--- src/hdl/lvpu_pkg.sv ---
// Constants and types of the leveled vectored interrupt unit
// Overview of operation
// Eight request levels, numbered 0 to 7
// Level number is identity, not priority
// Priority register orders contending levels
// Inside a level, lowest vector wins
// Level 0: vector E0 beats E2
// Level holds up to 128 vectors
// 23 sources, each with its own vector
// Grant disables interrupts, pushes PC, flags
// Service address from two vector bytes
// Pending cleared by hardware or by software
// Pin interrupts on selectable rising/falling edge
// Single and multi vector level types
// Mode register bit 0 enables globally
// Mask register blocks each level
// Groups A 0-1, B 2-4, C 5-7
// Level request register shows pending levels
// Level bit drops when sources clear
// Priority resolved again every clock
package lvpu_pkg;
	localparam int NLVL = 8;
	localparam int NSRC = 23;
	localparam int NINT = 11;
	localparam int NEXT = 12;
	// Register offsets
	localparam logic [3:0] A_MASK  = 4'h0;
	localparam logic [3:0] A_PRIO  = 4'h1;
	localparam logic [3:0] A_LREQ  = 4'h2;
	localparam logic [3:0] A_SYS   = 4'h3;
	localparam logic [3:0] A_PEND0 = 4'h4;
	localparam logic [3:0] A_PEND1 = 4'h5;
	localparam logic [3:0] A_PEND2 = 4'h6;
	localparam logic [3:0] A_EDGE0 = 4'h7;
	localparam logic [3:0] A_EDGE1 = 4'h8;
	localparam logic [3:0] A_STAT  = 4'h9;
	localparam logic [3:0] A_SCLR  = 4'hA;
	localparam logic [3:0] A_SEN   = 4'hB;
	// Reset values and fields
	localparam logic [7:0]  RST_MASK = 8'h00;
	localparam logic [7:0]  RST_PRIO = 8'h00;
	localparam logic [11:0] RST_EDGE = 12'h000;
	localparam int          SYS_GIE  = 0;
	localparam int          PRIO_GRP = 0;
	localparam int          PRIO_A   = 3;
	localparam int          PRIO_B   = 4;
	localparam int          PRIO_B34 = 5;
	localparam int          PRIO_C   = 6;
	localparam int          PRIO_C67 = 7;
	// Group order encodings of the priority register
	localparam logic [2:0] G_ABC = 3'h0;
	localparam logic [2:0] G_ACB = 3'h1;
	localparam logic [2:0] G_BAC = 3'h2;
	localparam logic [2:0] G_BCA = 3'h3;
	localparam logic [2:0] G_CAB = 3'h4;
	localparam logic [2:0] G_CBA = 3'h5;
	// Vector of each source; source 0 is E0, source 1 is E2
	localparam logic [NSRC-1:0][7:0] SRC_VEC = {
		8'hCE, 8'hCC, 8'hCA, 8'hC8, 8'hC6, 8'hC4, 8'hC2, 8'hC0,
		8'hDE, 8'hDC, 8'hDA, 8'hD8, 8'hD6, 8'hD4, 8'hD2, 8'hD0,
		8'hEC, 8'hEA, 8'hE8, 8'hE6, 8'hE4, 8'hE2, 8'hE0};
	// Sources of each level, ascending index is ascending vector
	localparam logic [NLVL-1:0][NSRC-1:0] LVL_SRC = {
		23'h780000, 23'h078000, 23'h007800, 23'h000400,
		23'h000380, 23'h000070, 23'h00000C, 23'h000003};
	// Sources whose pending flag hardware clears on grant
	localparam logic [NSRC-1:0] AUTO_CLR = 23'h000042;
	localparam logic [7:0]      ROM_PAGE = 8'h00;
	localparam logic [7:0]      VEC_E0   = 8'hE0;
	localparam logic [7:0]      VEC_D6   = 8'hD6;
	typedef enum logic [2:0] {
		ST_IDLE = 3'h0,
		ST_PUSH = 3'h1,
		ST_FHI  = 3'h3,
		ST_FLO  = 3'h2,
		ST_JUMP = 3'h6
	} lvpu_state_e;
endpackage

--- src/hdl/lvpu_arb_if.sv ---
// Carrier between the unit and its level resolver
`timescale 1ns/1ps
`default_nettype none
interface lvpu_arb_if;
	logic [7:0] req;
	logic [7:0] prio;
	logic       found;
	logic [2:0] level;
	modport arb  (input req, input prio, output found, output level);
	modport host (output req, output prio, input found, input level);
endinterface
`default_nettype wire

--- src/hdl/lvpu_top.sv ---
// Leveled vectored interrupt unit: sources, levels, grant and vector fetch
`timescale 1ns/1ps
`default_nettype none
module lvpu_top (
	// Clock, reset, enable
	input  wire logic        i_core_clk,
	input  wire logic        i_rst,
	input  wire logic        i_ce,
	// Register port
	input  wire logic [3:0]  i_reg_addr,
	input  wire logic [7:0]  i_reg_wdata,
	input  wire logic        i_reg_wr,
	input  wire logic        i_reg_rd,
	output logic      [7:0]  o_reg_rdata,
	// Interrupt sources
	input  wire logic [10:0] i_src_evt,
	input  wire logic [11:0] i_ext_pin,
	// Processor core
	input  wire logic        i_glb_on,
	input  wire logic        i_glb_off,
	input  wire logic        i_int_ack,
	output logic             o_int_req,
	output logic      [7:0]  o_vector,
	output logic             o_stack_push,
	output logic             o_rom_rd,
	output logic      [15:0] o_rom_addr,
	input  wire logic [7:0]  i_rom_data,
	output logic             o_isr_valid,
	output logic      [15:0] o_isr_addr,
	// Summary interrupt
	output logic             o_irq
);
	logic [7:0]  level_mask_register;
	logic [7:0]  level_priority_register;
	logic [7:0]  lvl_req;
	logic [7:0]  lvl_req_q;
	logic        glb_en;
	logic [22:0] pend;
	logic [22:0] set;
	logic [22:0] sw_clr;
	logic [22:0] hw_clr;
	logic [11:0] edge_sel;
	logic [11:0] pin_s;
	logic [11:0] pin_q;
	logic [11:0] pin_hit;
	logic [7:0]  stat;
	logic [7:0]  stat_en;
	logic [4:0]  win_src;
	logic        grant;
	logic [7:0]  isr_hi;
	lvpu_pkg::lvpu_state_e state;
	lvpu_pkg::lvpu_state_e next_state;
	lvpu_arb_if arb_c ();

	lvpu_sync #(.W(lvpu_pkg::NEXT)) u_sync (
		.i_core_clk(i_core_clk),
		.i_rst     (i_rst),
		.i_ce      (i_ce),
		.i_pin     (i_ext_pin),
		.o_sync    (pin_s)
	);

	lvpu_arb u_arb (
		.a(arb_c.arb)
	);

	// Pin edges: select bit high takes rising, low takes falling
	always_ff @(posedge i_core_clk) begin
		if (i_rst) begin
			pin_q <= 12'h000;
		end else if (i_ce) begin
			pin_q <= pin_s;
		end
	end
	assign pin_hit = (edge_sel & pin_s & ~pin_q)
		| (~edge_sel & ~pin_s & pin_q);
	assign set = {pin_hit, i_src_evt};

	// Writes of ones clear pending flags
	always_comb begin
		sw_clr = 23'h000000;
		if (i_reg_wr) begin
			case (i_reg_addr)
				lvpu_pkg::A_PEND0: sw_clr[7:0]   = i_reg_wdata;
				lvpu_pkg::A_PEND1: sw_clr[15:8]  = i_reg_wdata;
				lvpu_pkg::A_PEND2: sw_clr[22:16] = i_reg_wdata[6:0];
				default:           sw_clr        = 23'h000000;
			endcase
		end
	end

	// Hardware clears only self-clearing sources as service begins
	always_comb begin
		hw_clr = 23'h000000;
		if (grant) begin
			hw_clr[win_src] = lvpu_pkg::AUTO_CLR[win_src];
		end
	end

	// A new event wins over a clear in the same cycle
	always_ff @(posedge i_core_clk) begin
		if (i_rst) begin
			pend <= 23'h000000;
		end else if (i_ce) begin
			pend <= (pend & ~(sw_clr | hw_clr)) | set;
		end
	end

	// Level request bit is the OR of its sources' flags
	for (genvar l = 0; l < lvpu_pkg::NLVL; l++) begin : g_lvl
		assign lvl_req[l] = |(pend & lvpu_pkg::LVL_SRC[l]);
	end

	// Resolution is purely combinational, fresh every cycle
	assign arb_c.req  = lvl_req & level_mask_register;
	assign arb_c.prio = level_priority_register;

	// Lowest index in the level is its lowest vector
	always_comb begin
		win_src = 5'h00;
		for (int s = lvpu_pkg::NSRC - 1; s >= 0; s--) begin
			if (pend[s] && lvpu_pkg::LVL_SRC[arb_c.level][s]) begin
				win_src = 5'(s);
			end
		end
	end

	assign o_int_req = arb_c.found && glb_en
		&& state == lvpu_pkg::ST_IDLE;
	assign grant = o_int_req && i_int_ack && i_ce;

	// Software registers
	always_ff @(posedge i_core_clk) begin
		if (i_rst) begin
			level_mask_register     <= lvpu_pkg::RST_MASK;
			level_priority_register <= lvpu_pkg::RST_PRIO;
			edge_sel                <= lvpu_pkg::RST_EDGE;
			stat_en                 <= 8'h00;
		end else if (i_ce && i_reg_wr) begin
			case (i_reg_addr)
				lvpu_pkg::A_MASK: level_mask_register     <= i_reg_wdata;
				lvpu_pkg::A_PRIO: level_priority_register <= i_reg_wdata;
				lvpu_pkg::A_EDGE0: edge_sel[7:0]           <= i_reg_wdata;
				lvpu_pkg::A_EDGE1: edge_sel[11:8]          <= i_reg_wdata[3:0];
				lvpu_pkg::A_SEN:  stat_en                 <= i_reg_wdata;
				default: ;
			endcase
		end
	end

	// Global enable: off after reset, grant turns it off
	always_ff @(posedge i_core_clk) begin
		if (i_rst) begin
			glb_en <= 1'b0;
		end else if (i_ce) begin
			if (grant || i_glb_off) begin
				glb_en <= 1'b0;
			end else if (i_glb_on) begin
				glb_en <= 1'b1;
			end else if (i_reg_wr && i_reg_addr == lvpu_pkg::A_SYS) begin
				glb_en <= i_reg_wdata[lvpu_pkg::SYS_GIE];
			end
		end
	end

	// Status: a level that starts requesting sets its sticky bit
	always_ff @(posedge i_core_clk) begin
		if (i_rst) begin
			lvl_req_q <= 8'h00;
			stat      <= 8'h00;
		end else if (i_ce) begin
			lvl_req_q <= lvl_req;
			if (i_reg_wr && i_reg_addr == lvpu_pkg::A_SCLR) begin
				stat <= (stat & ~i_reg_wdata) | (lvl_req & ~lvl_req_q);
			end else begin
				stat <= stat | (lvl_req & ~lvl_req_q);
			end
		end
	end
	assign o_irq = |(stat & stat_en);

	// Read data stands only in the cycle after the strobe
	always_ff @(posedge i_core_clk) begin
		if (i_rst) begin
			o_reg_rdata <= 8'h00;
		end else if (i_ce) begin
			o_reg_rdata <= 8'h00;
			if (i_reg_rd) begin
				case (i_reg_addr)
					lvpu_pkg::A_MASK:  o_reg_rdata <= level_mask_register;
					lvpu_pkg::A_PRIO:  o_reg_rdata <= level_priority_register;
					lvpu_pkg::A_LREQ:  o_reg_rdata <= lvl_req;
					lvpu_pkg::A_SYS:   o_reg_rdata <= {7'h00, glb_en};
					lvpu_pkg::A_PEND0: o_reg_rdata <= pend[7:0];
					lvpu_pkg::A_PEND1: o_reg_rdata <= pend[15:8];
					lvpu_pkg::A_PEND2: o_reg_rdata <= {1'b0, pend[22:16]};
					lvpu_pkg::A_EDGE0: o_reg_rdata <= edge_sel[7:0];
					lvpu_pkg::A_EDGE1: o_reg_rdata <= {4'h0, edge_sel[11:8]};
					lvpu_pkg::A_STAT:  o_reg_rdata <= stat;
					lvpu_pkg::A_SEN:   o_reg_rdata <= stat_en;
					default:           o_reg_rdata <= 8'h00;
				endcase
			end
		end
	end

	// Service entry: push, fetch high byte, fetch low byte, jump
	always_comb begin
		case (state)
			lvpu_pkg::ST_IDLE: next_state = grant ? lvpu_pkg::ST_PUSH
				: lvpu_pkg::ST_IDLE;
			lvpu_pkg::ST_PUSH: next_state = lvpu_pkg::ST_FHI;
			lvpu_pkg::ST_FHI:  next_state = lvpu_pkg::ST_FLO;
			lvpu_pkg::ST_FLO:  next_state = lvpu_pkg::ST_JUMP;
			lvpu_pkg::ST_JUMP: next_state = lvpu_pkg::ST_IDLE;
			default:           next_state = lvpu_pkg::ST_IDLE;
		endcase
	end

	always_ff @(posedge i_core_clk) begin
		if (i_rst) begin
			state <= lvpu_pkg::ST_IDLE;
		end else if (i_ce) begin
			state <= next_state;
		end
	end

	always_ff @(posedge i_core_clk) begin
		if (i_rst) begin
			o_vector <= 8'h00;
		end else if (grant) begin
			o_vector <= lvpu_pkg::SRC_VEC[win_src];
		end
	end

	// Vector bytes: first is the high half of the entry address
	always_ff @(posedge i_core_clk) begin
		if (i_rst) begin
			o_stack_push <= 1'b0;
			o_rom_rd     <= 1'b0;
			o_rom_addr   <= 16'h0000;
			isr_hi       <= 8'h00;
			o_isr_valid  <= 1'b0;
			o_isr_addr   <= 16'h0000;
		end else if (i_ce) begin
			o_stack_push <= grant;
			o_rom_rd     <= 1'b0;
			o_isr_valid  <= 1'b0;
			case (state)
				lvpu_pkg::ST_PUSH: begin
					o_rom_rd   <= 1'b1;
					o_rom_addr <= {lvpu_pkg::ROM_PAGE, o_vector};
				end
				lvpu_pkg::ST_FHI: begin
					o_rom_rd   <= 1'b1;
					o_rom_addr <= {lvpu_pkg::ROM_PAGE, o_vector + 8'h01};
				end
				lvpu_pkg::ST_FLO: begin
					isr_hi <= i_rom_data;
				end
				lvpu_pkg::ST_JUMP: begin
					o_isr_valid <= 1'b1;
					o_isr_addr  <= {isr_hi, i_rom_data};
				end
				default: ;
			endcase
		end
	end
endmodule
`default_nettype wire

--- src/hdl/lvpu_sync.sv ---
// Two-stage synchroniser for external pins
`timescale 1ns/1ps
`default_nettype none
module lvpu_sync #(
	parameter int W = 12
) (
	// Clock and control
	input  wire logic         i_core_clk,
	input  wire logic         i_rst,
	input  wire logic         i_ce,
	// Pins and result
	input  wire logic [W-1:0] i_pin,
	output logic      [W-1:0] o_sync
);
	for (genvar b = 0; b < W; b++) begin : g_bit
		logic meta;
		always_ff @(posedge i_core_clk) begin
			if (i_rst) begin
				meta      <= 1'b0;
				o_sync[b] <= 1'b0;
			end else if (i_ce) begin
				meta      <= i_pin[b];
				o_sync[b] <= meta;
			end
		end
	end
endmodule
`default_nettype wire

--- src/hdl/lvpu_arb.sv ---
// Level resolver: group and subgroup priority
`timescale 1ns/1ps
`default_nettype none
module lvpu_arb (
	// Masked requests, priority setting and winner
	lvpu_arb_if.arb a
);
	logic       va, vb, vc;
	logic [2:0] wa, wb, wc;
	logic       v34, v67;
	logic [2:0] w34, w67;

	// Group A is levels 0-1, B is 2-4, C is 5-7
	always_comb begin
		va  = |a.req[1:0];
		wa  = (a.prio[lvpu_pkg::PRIO_A] ? a.req[1] : !a.req[0])
			? 3'h1 : 3'h0;
		v34 = |a.req[4:3];
		w34 = (a.prio[lvpu_pkg::PRIO_B34] ? a.req[4] : !a.req[3])
			? 3'h4 : 3'h3;
		vb  = a.req[2] | v34;
		wb  = (a.prio[lvpu_pkg::PRIO_B] ? !v34 : a.req[2])
			? 3'h2 : w34;
		v67 = |a.req[7:6];
		w67 = (a.prio[lvpu_pkg::PRIO_C67] ? a.req[7] : !a.req[6])
			? 3'h7 : 3'h6;
		vc  = a.req[5] | v67;
		wc  = (a.prio[lvpu_pkg::PRIO_C] ? !v67 : a.req[5])
			? 3'h5 : w67;
	end

	// Group order comes from the register, never the level number
	always_comb begin
		a.found = va | vb | vc;
		case (a.prio[lvpu_pkg::PRIO_GRP +: 3])
			lvpu_pkg::G_ACB: a.level = va ? wa : (vc ? wc : wb);
			lvpu_pkg::G_BAC: a.level = vb ? wb : (va ? wa : wc);
			lvpu_pkg::G_BCA: a.level = vb ? wb : (vc ? wc : wa);
			lvpu_pkg::G_CAB: a.level = vc ? wc : (va ? wa : wb);
			lvpu_pkg::G_CBA: a.level = vc ? wc : (vb ? wb : wa);
			default:         a.level = va ? wa : (vb ? wb : wc);
		endcase
	end
endmodule
`default_nettype wire

--- config.mk ---
export PLATFORM = sky130hd
export DESIGN_NAME = lvpu_top
export DESIGN_NICKNAME = d
export VERILOG_FILES = /design/src/hdl/lvpu_pkg.sv /design/src/hdl/lvpu_arb_if.sv /design/src/hdl/lvpu_top.sv /design/src/hdl/lvpu_sync.sv /design/src/hdl/lvpu_arb.sv
export SDC_FILE = /design/constraint.sdc
export NUM_CORES = 1
export LEC_CHECK = 0
export BUFFER_PORTS_ARGS = -buffer_cell sky130_fd_sc_hd__buf_2
export CAP_MARGIN = 25
export CORE_MARGIN = 8
export CORE_UTILIZATION = 40
export CTS_BUF_LIST = sky130_fd_sc_hd__clkbuf_4 sky130_fd_sc_hd__clkbuf_8 sky130_fd_sc_hd__clkbuf_16
export CTS_CLUSTER_DIAMETER = 100
export DETAILED_ROUTE_END_ITERATION = 12
export PLACE_DENSITY_LB_ADDON = 0.3
export SYNTH_ARGS = -nofsm -noshare
export SYNTH_HDL_FRONTEND = slang
export SYNTH_SLANG_ARGS = --single-unit
export TNS_END_PERCENT = 30
--- constraint.sdc ---
create_clock -name i_core_clk -period 10.4 [get_ports i_core_clk]
set_input_delay 1.04 -clock i_core_clk [delete_from_list [all_inputs] [get_ports i_core_clk]]
set_output_delay 1.04 -clock i_core_clk [all_outputs]
set_load 0.01 [all_outputs]
# Word level (Yosys, flattened, before mapping)
# Memories as Yosys holds them, arrays and structs flattened. A register that Yosys moved wholly into a read port is not among the register bits.
# Cells that the tools add are included.
[totals] register_bits=166 romBits=472 inputBits=51 output_inout_bits=53 wordCells=222 mem_count=3
[op_classes] add_sub_neg=1 magnitude_cmp=3 n_eq_ne=20 muxes=66 bitwise=25 reduce_logical=62
[memory_table] memory="(no name shown)" depth=32 width=8 rd=1 rd_clocked_by_memory_dff=1 write_ports=0 line="lvpu_top.sv:232" source="o_vector <= lvpu_pkg::SRC_VEC[win_src];"
[memory_table] memory="(no name shown)" depth=8 width=23 rd=1 rd_clocked_by_memory_dff=0 write_ports=0 line="lvpu_top.sv:122" source="if (pend[s] && lvpu_pkg::LVL_SRC[arb_c.level][s]) begin"
[memory_table] memory="(no name shown)" depth=32 width=1 rd=1 rd_clocked_by_memory_dff=0 write_ports=0 line="lvpu_top.sv:96" source="hw_clr[win_src] = lvpu_pkg::AUTO_CLR[win_src];"
[op_table] operator="5-bit two-way mux" count=23
[op_table] operator="8-bit case mux with 11 select lines" count=1
[op_table] operator="23-bit two-way mux" count=3
[op_table] operator="12-bit bitwise AND" count=4
[op_table] operator="23-bit bitwise AND" count=2
[op_table] operator="23-bit OR" count=2
[op_table] operator="3-bit two-way mux" count=15
[op_table] operator="12-bit inverter" count=3
[op_table] operator="8-bit bitwise AND" count=4
[op_table] operator="8-bit two-way mux" count=4
[op_table] operator="16-bit case mux with 2 select lines" count=1
[op_table] operator="1-bit logical AND" count=31
[op_table] operator="23-bit inverter" count=1
[op_table] operator="2-bit AND reduction" count=9
[op_table] operator="4-bit by 3-bit equality test with 1-bit output (second input constant)" count=4
[op_table] operator="4-bit equality test (second input constant)" count=4
[op_table] operator="8-bit inverter" count=2
[op_table] operator="8-bit OR" count=2
[op_table] operator="1-bit two-way mux" count=15
[op_table] operator="3-bit case mux with 5 select lines" count=1
[op_table] operator="3-bit by 2-bit equality test with 1-bit output (second input constant)" count=4
[op_table] operator="12-bit OR" count=1
[op_table] operator="3-bit case mux with 4 select lines" count=1
[op_table] operator="2-bit OR reduction" count=6
[op_table] operator="other kinds (20)" count=34

# Depth between registers and ports, before layout
[logic_depth] depth_word=45 depth_mapped=17 mapped_depth_nobuf=15

# Cells and area by module
# Synthesis repeated with hierarchy kept, for this count alone.
[unflattened] hier_cells=991 area_unflattened_um2=8177.8
[by_module_without_submodules] module="lvpu_top" instances=1 cells_per_inst=831 area_per_inst_um2=6831.6
[by_module_without_submodules] module="lvpu_sync" instances=1 cells_per_inst=77 area_per_inst_um2=869.6
[by_module_without_submodules] module="lvpu_arb" instances=1 cells_per_inst=83 area_per_inst_um2=476.7

# Least setup slack after synthesis
# Ideal clock, no wire load.
[synth_timing] path_kind="register -> register" from="register pend[7]" to="register pend[5]" setup_ns=0.134 t_arrival_ns=3.519 required_time_ns=10.266 slack_ns=6.748 stages_incl_launch_ff=17 period_less_slack_ns=3.652 cell_sequence="dfxtp_1 buf_6 o31ai_4 and3_1 buf_6 nand4_2 a222oi_1 a41oi_4 buf_6 nor3b_1 o31a_1 nor2_2 ha_1 o31ai_2 a2111oi_4 and3_1 o22ai_1"
[synth_between] elab_chain_len=45 elab_cells_between_ends=88 cone_classes="2 x order compare; 43 x mux; 9 x bitwise; 32 x reduce/logical; 2 x memory"
[synth_lines] item="start: declaration" line="lvpu_top.sv:38" source="logic [22:0] pend;"
[synth_lines] item="start signal: assignment" line="lvpu_top.sv:105" source="pend <= (pend & ~(sw_clr | hw_clr)) | set;"
[synth_lines] item="3-bit OR reduction" line="lvpu_top.sv:111" source="assign lvl_req[l] = |(pend & lvpu_pkg::LVL_SRC[l]);"
[synth_lines] item="8-bit bitwise AND" line="lvpu_top.sv:115" source="assign arb_c.req = lvl_req & level_mask_register;"
[synth_lines] item="1-bit logical NOT / 2-bit OR reduction (equally long branches)" line="lvpu_arb.sv:19, lvpu_arb.sv:18"
[synth_lines] item="1-bit two-way mux / 1-bit logical NOT (equally long branches)" line="lvpu_arb.sv:19, lvpu_arb.sv:22"
[synth_lines] item="3-bit two-way mux / 1-bit two-way mux (equally long branches)" line="lvpu_arb.sv:20, lvpu_arb.sv:22"
[synth_lines] item="3-bit two-way mux" line="lvpu_arb.sv:23" source="? 3'h2 : w34;"
[synth_lines] item="3-bit two-way mux (on tied branches) (2 in a row)"
[synth_lines] item="3-bit case mux with 5 select lines" line="lvpu_arb.sv:35" source="case (a.prio[lvpu_pkg::PRIO_GRP +: 3])"
[synth_lines] item="[28 not listed]"
[synth_lines] item="1-bit two-way mux (not written as such)" line="lvpu_top.sv:96"
[synth_lines] item="1-bit demux with 5-bit select" line="lvpu_top.sv:96"
[synth_lines] item="23-bit bitwise AND (no source line)"
[synth_lines] item="23-bit two-way mux (*)" line="lvpu_top.sv:95" source="if (grant) begin"
[synth_lines] item="23-bit OR (*)" line="lvpu_top.sv:105"
[synth_lines] item="23-bit inverter (*)" line="lvpu_top.sv:105"
[synth_lines] item="23-bit bitwise AND (*)" line="lvpu_top.sv:105"
[synth_lines] item="23-bit OR (*)" line="lvpu_top.sv:105"
# Mark *: on every way between the ends. The rest lies on a longest branch, timed or not. The select of a mux whose other input is x is not followed.
# A chain may end at the register's enable or synchronous reset.

# Final worst setup path
[layout_timing] from="register pend[1]" to="register pend[5]"
[layout_between] elab_chain_len=44 elab_cells_between_ends=84 cone_classes="2 x order compare; 41 x mux; 8 x bitwise; 31 x reduce/logical; 2 x memory"
[layout_lines] item="2-bit OR reduction" line="lvpu_top.sv:111"
[layout_lines] item="8-bit bitwise AND" line="lvpu_top.sv:115"
[layout_lines] item="1-bit logical NOT" line="lvpu_arb.sv:16" source="wa = (a.prio[lvpu_pkg::PRIO_A] ? a.req[1] : !a.req[0])"
[layout_lines] item="1-bit two-way mux" line="lvpu_arb.sv:16"
[layout_lines] item="1-bit two-way mux" line="lvpu_arb.sv:17" source="? 3'h1 : 3'h0;"
[layout_lines] item="3-bit two-way mux (on tied branches) (2 in a row)"
[layout_lines] item="3-bit case mux with 5 select lines" line="lvpu_arb.sv:35"
[layout_lines] item="memory read 8 x 23 bit"
[layout_lines] item="[27 not listed]"
[layout_lines] item="1-bit two-way mux (not written as such)" line="lvpu_top.sv:96"
[layout_lines] item="1-bit demux with 5-bit select" line="lvpu_top.sv:96"
[layout_lines] item="23-bit bitwise AND (no source line)"
[layout_lines] item="23-bit two-way mux (*)" line="lvpu_top.sv:95"
[layout_lines] item="23-bit OR (*)" line="lvpu_top.sv:105"
[layout_lines] item="23-bit inverter (*)" line="lvpu_top.sv:105"
[layout_lines] item="23-bit bitwise AND (*)" line="lvpu_top.sv:105"
[layout_lines] item="23-bit OR (*)" line="lvpu_top.sv:105"
# Marked as above.

==> impl_metrics.csv <==
group,metric,value,unit
global_routing,grt_max_degree,96,
power_and_ir_drop,ir_drop,0.132,mV
global_routing,grt_overflow,0,
timing,rsz0062_at_grt,"false",
timing,setup_tns,0,ns
clock_tree,ctsResizeCount,0,
place,port_buffers,94,
clock_tree,ctsRootBufferMaster,"clkbuf_16",
timing,fmax,223,MHz
final_layout,areaGrowthSynthToFinish,14.1,%
floorplanning,num_rows,53,
detailed_routing,drt-initial-drc-count,829,
global_routing,grt_pass1_vias,7365,
final_layout,fin_area,9710,µm²
place,place_hpwl,19500,µm
clock_tree,cts_buffers,17,
place,place.gp.congestion,0.932,
floorplanning,core-area,21000,µm²
synthesis,ys_ff_latch,163,
worst_hold_path,worstHoldPathType,"register to register",
detailed_routing,wire_per_inst,19.7,µm
final_layout,fin_cells,1389,
clock_tree,clk_latency,0.44,ns
floorplanning,die_y,162,µm
worst_setup_path,cp-end-kind,"register",
clock_tree,post_cts_buffers,0,
clock_tree,cts_hold_buf,0,
synthesis,avgSynthCellArea,8.12,µm²
synthesis,synth_area,8510,µm²
detailed_routing,vias_per_cell,5.72,
timing,tightest_slew,0.950,ns
floorplanning,ios,104,
clock_tree,clock_sinks,163,
detailed_routing,firstDrtPassIters,5,
power_and_ir_drop,power,1.48,mW
detailed_routing,post-route-drc-count,0,
clock_tree,htree_levels,4,
timing,hold_viol_final,0,
timing,report.final.slew_viol_count,0,
timing,fin_crit,4.48,ns
final_layout,layout_commonest_cell,"dfxtp_1",
timing,finalCritPeriodShare,43.1,%
synthesis,synth-main-ff-cell,"dfxtp_1",
worst_setup_path,cp.arrival,4.75,ns
synthesis,synth_edf_count,0,
detailed_routing,drt_wl_total,27300,µm
final_layout,fin_util,46.3,%
global_routing,grt_util_all_layers,20.4,%
place,dpl_cell_area,9050,µm²
detailed_routing,postRouteAntennaNets,0,
clock_tree,cts_max_path_buffers,2,
worst_setup_path,path_max_fanout,19,
synthesis,async_flop_share,0,%
global_routing,antenna_found_initial,0,
synthesis,yosysWarnings,0,
worst_setup_path,worstSetupStartpointType,"register",
synthesis,seq_area_frac_synth,38.4,%
place,post-place-cells,1356,
worst_setup_path,critical_path_class,"register to register",
floorplanning,die_area,26200,µm²
synthesis,synth_cell_type_count,85,
floorplanning,die-width,162,µm
outcome,status,"complete, no violations",
clock_tree,cts.clk_slew.worst_paths,0.06,ns
clock_tree,cts_tree,"built",
run,drv_cap,0,
power_and_ir_drop,powerDensity,153,nW/µm²
power_and_ir_drop,power.leakage,3.87,nW
final_layout,layout_common_cells,"dfxtp_1, nand2_1, nor2_1",
timing,fin_skew,0.0192,ns
synthesis,synthesis.instances,1048,
timing,finalSetupViolations,0,
timing,max_slew_margin,36.6,%
final_layout,drive_above_1_share,14.7,%
worst_setup_path,cp.required,10.67,ns
final_layout,antenna_cells,0,
detailed_routing,vias,7943,
floorplanning,initial_core_util,40.6,%
global_routing,grt_pass1_wl,42600,µm
final_layout,fillers,2174,
final_layout,finalNetCount,1157,
synth_stat cells, types with 6 or more instances:
cell / instances / share of area [%]
a211oi_1: 14 / 1.2
o21ai_0: 59 / 3.5
buf_4: 11 / 0.97
a22oi_1: 12 / 1.1
nand2b_1: 17 / 1.3
mux2i_1: 85 / 10
o21a_1: 7 / 0.62
clkbuf_1: 49 / 2.2
nor2b_1: 18 / 1.3
nor3_1: 8 / 0.47
a21oi_1: 95 / 5.6
nand3_1: 15 / 0.88
buf_1: 9 / 0.40
a31oi_1: 12 / 0.88
a32oi_1: 6 / 0.62
nor2_1: 149 / 6.6
nor3b_1: 13 / 1.1
and3_1: 7 / 0.51
nand2_1: 157 / 6.9
dfxtp_1: 163 / 38
inv_1: 14 / 0.62
worst max-delay path, stage by stage (launching register included):
cell       delay [ns]
dfxtp_1          0.39
o21a_1           0.24
nor2_1           0.65
nand4_2          0.21
a222oi_1         0.52
a41oi_4          0.41
nor3b_1          0.27
o31a_1           0.33
nor2_2           0.25
ha_1             0.25
o31ai_2          0.11
a2111oi_4        0.42
and3_1           0.21
o22ai_1          0.07
per-layer routing:
| metal | up-vias | share of wire (%) | track usage [%] |
|---|---|---|---|
| met3 | 55 | 7.5 | 4.25 |
| met2 | 363 | 46 | 32.3 |
| met1 | 3704 | 44 | 27.3 |
| met5 | - | 0 | 0 |
| met4 | 0 | 2.3 | 6.86 |
| li1 | 3821 | - | - |
per-stage QoR:
stage	setup slack (ns)	hold slack (ns)
CTS	5.98	0.452
global route	5.64	0.465
detailed placement	6.00	0.442
floorplan	6.75	0.432
finish	5.92	0.450
global placement	6.09	0.436
final timing paths:
kind | to | from | depth (start not counted) | slack (ns)
min reg2reg | o_isr_addr[9] | isr_hi[1] | 2 | 0.45
max reg2reg | pend[5] | pend[1] | 13 | 5.92
max | pend[5] | pend[1] | 13 | 5.92
min | o_isr_addr[9] | isr_hi[1] | 2 | 0.45
kinds of logic after synthesis:
| group | share of synthesized area, % |
|---|---|
| AO/OA/AOI/OAI | 23.0 |
| adder cells (fa/ha/maj) | 0.735 |
| buffers and inverters | 4.66 |
| flip-flops | 38.4 |
| multiplexers | 11.2 |
| other | 0.0441 |
| AND/OR/NAND/NOR | 21.9 |
state kept, by name, indices dropped and copies added, names as in the netlist, 12 cells and up:
signal and flops:
edge_sel 12, o_isr_addr 16, pend 23, pin_q 12, u_sync.g_bit.meta 12, u_sync.o_sync 12
layout make-up:
| cell class | count | area, µm² | share of cell area, % |
|---|---|---|---|
| Tap cell | 275 | 344 | 3.54 |
| Multi-Input combinational cell | 805 | 4880 | 50.2 |
| Timing Repair Buffer | 100 | 522 | 5.37 |
| Inverter | 14 | 52.6 | 0.541 |
| Sequential cell | 163 | 3260 | 33.6 |
| Clock inverter | 14 | 213 | 2.19 |
| Clock buffer | 18 | 439 | 4.52 |
power by group:
group | total [mW] | internal [mW] | switching (mW)
combinational | 0.128 | 0.0439 | 0.0839
sequential | 0.659 | 0.639 | 0.0198
clock | 0.697 | 0.417 | 0.280
total | 1.48 | 1.10 | 0.383
Note: power is estimated with default switching activity, not from simulation.
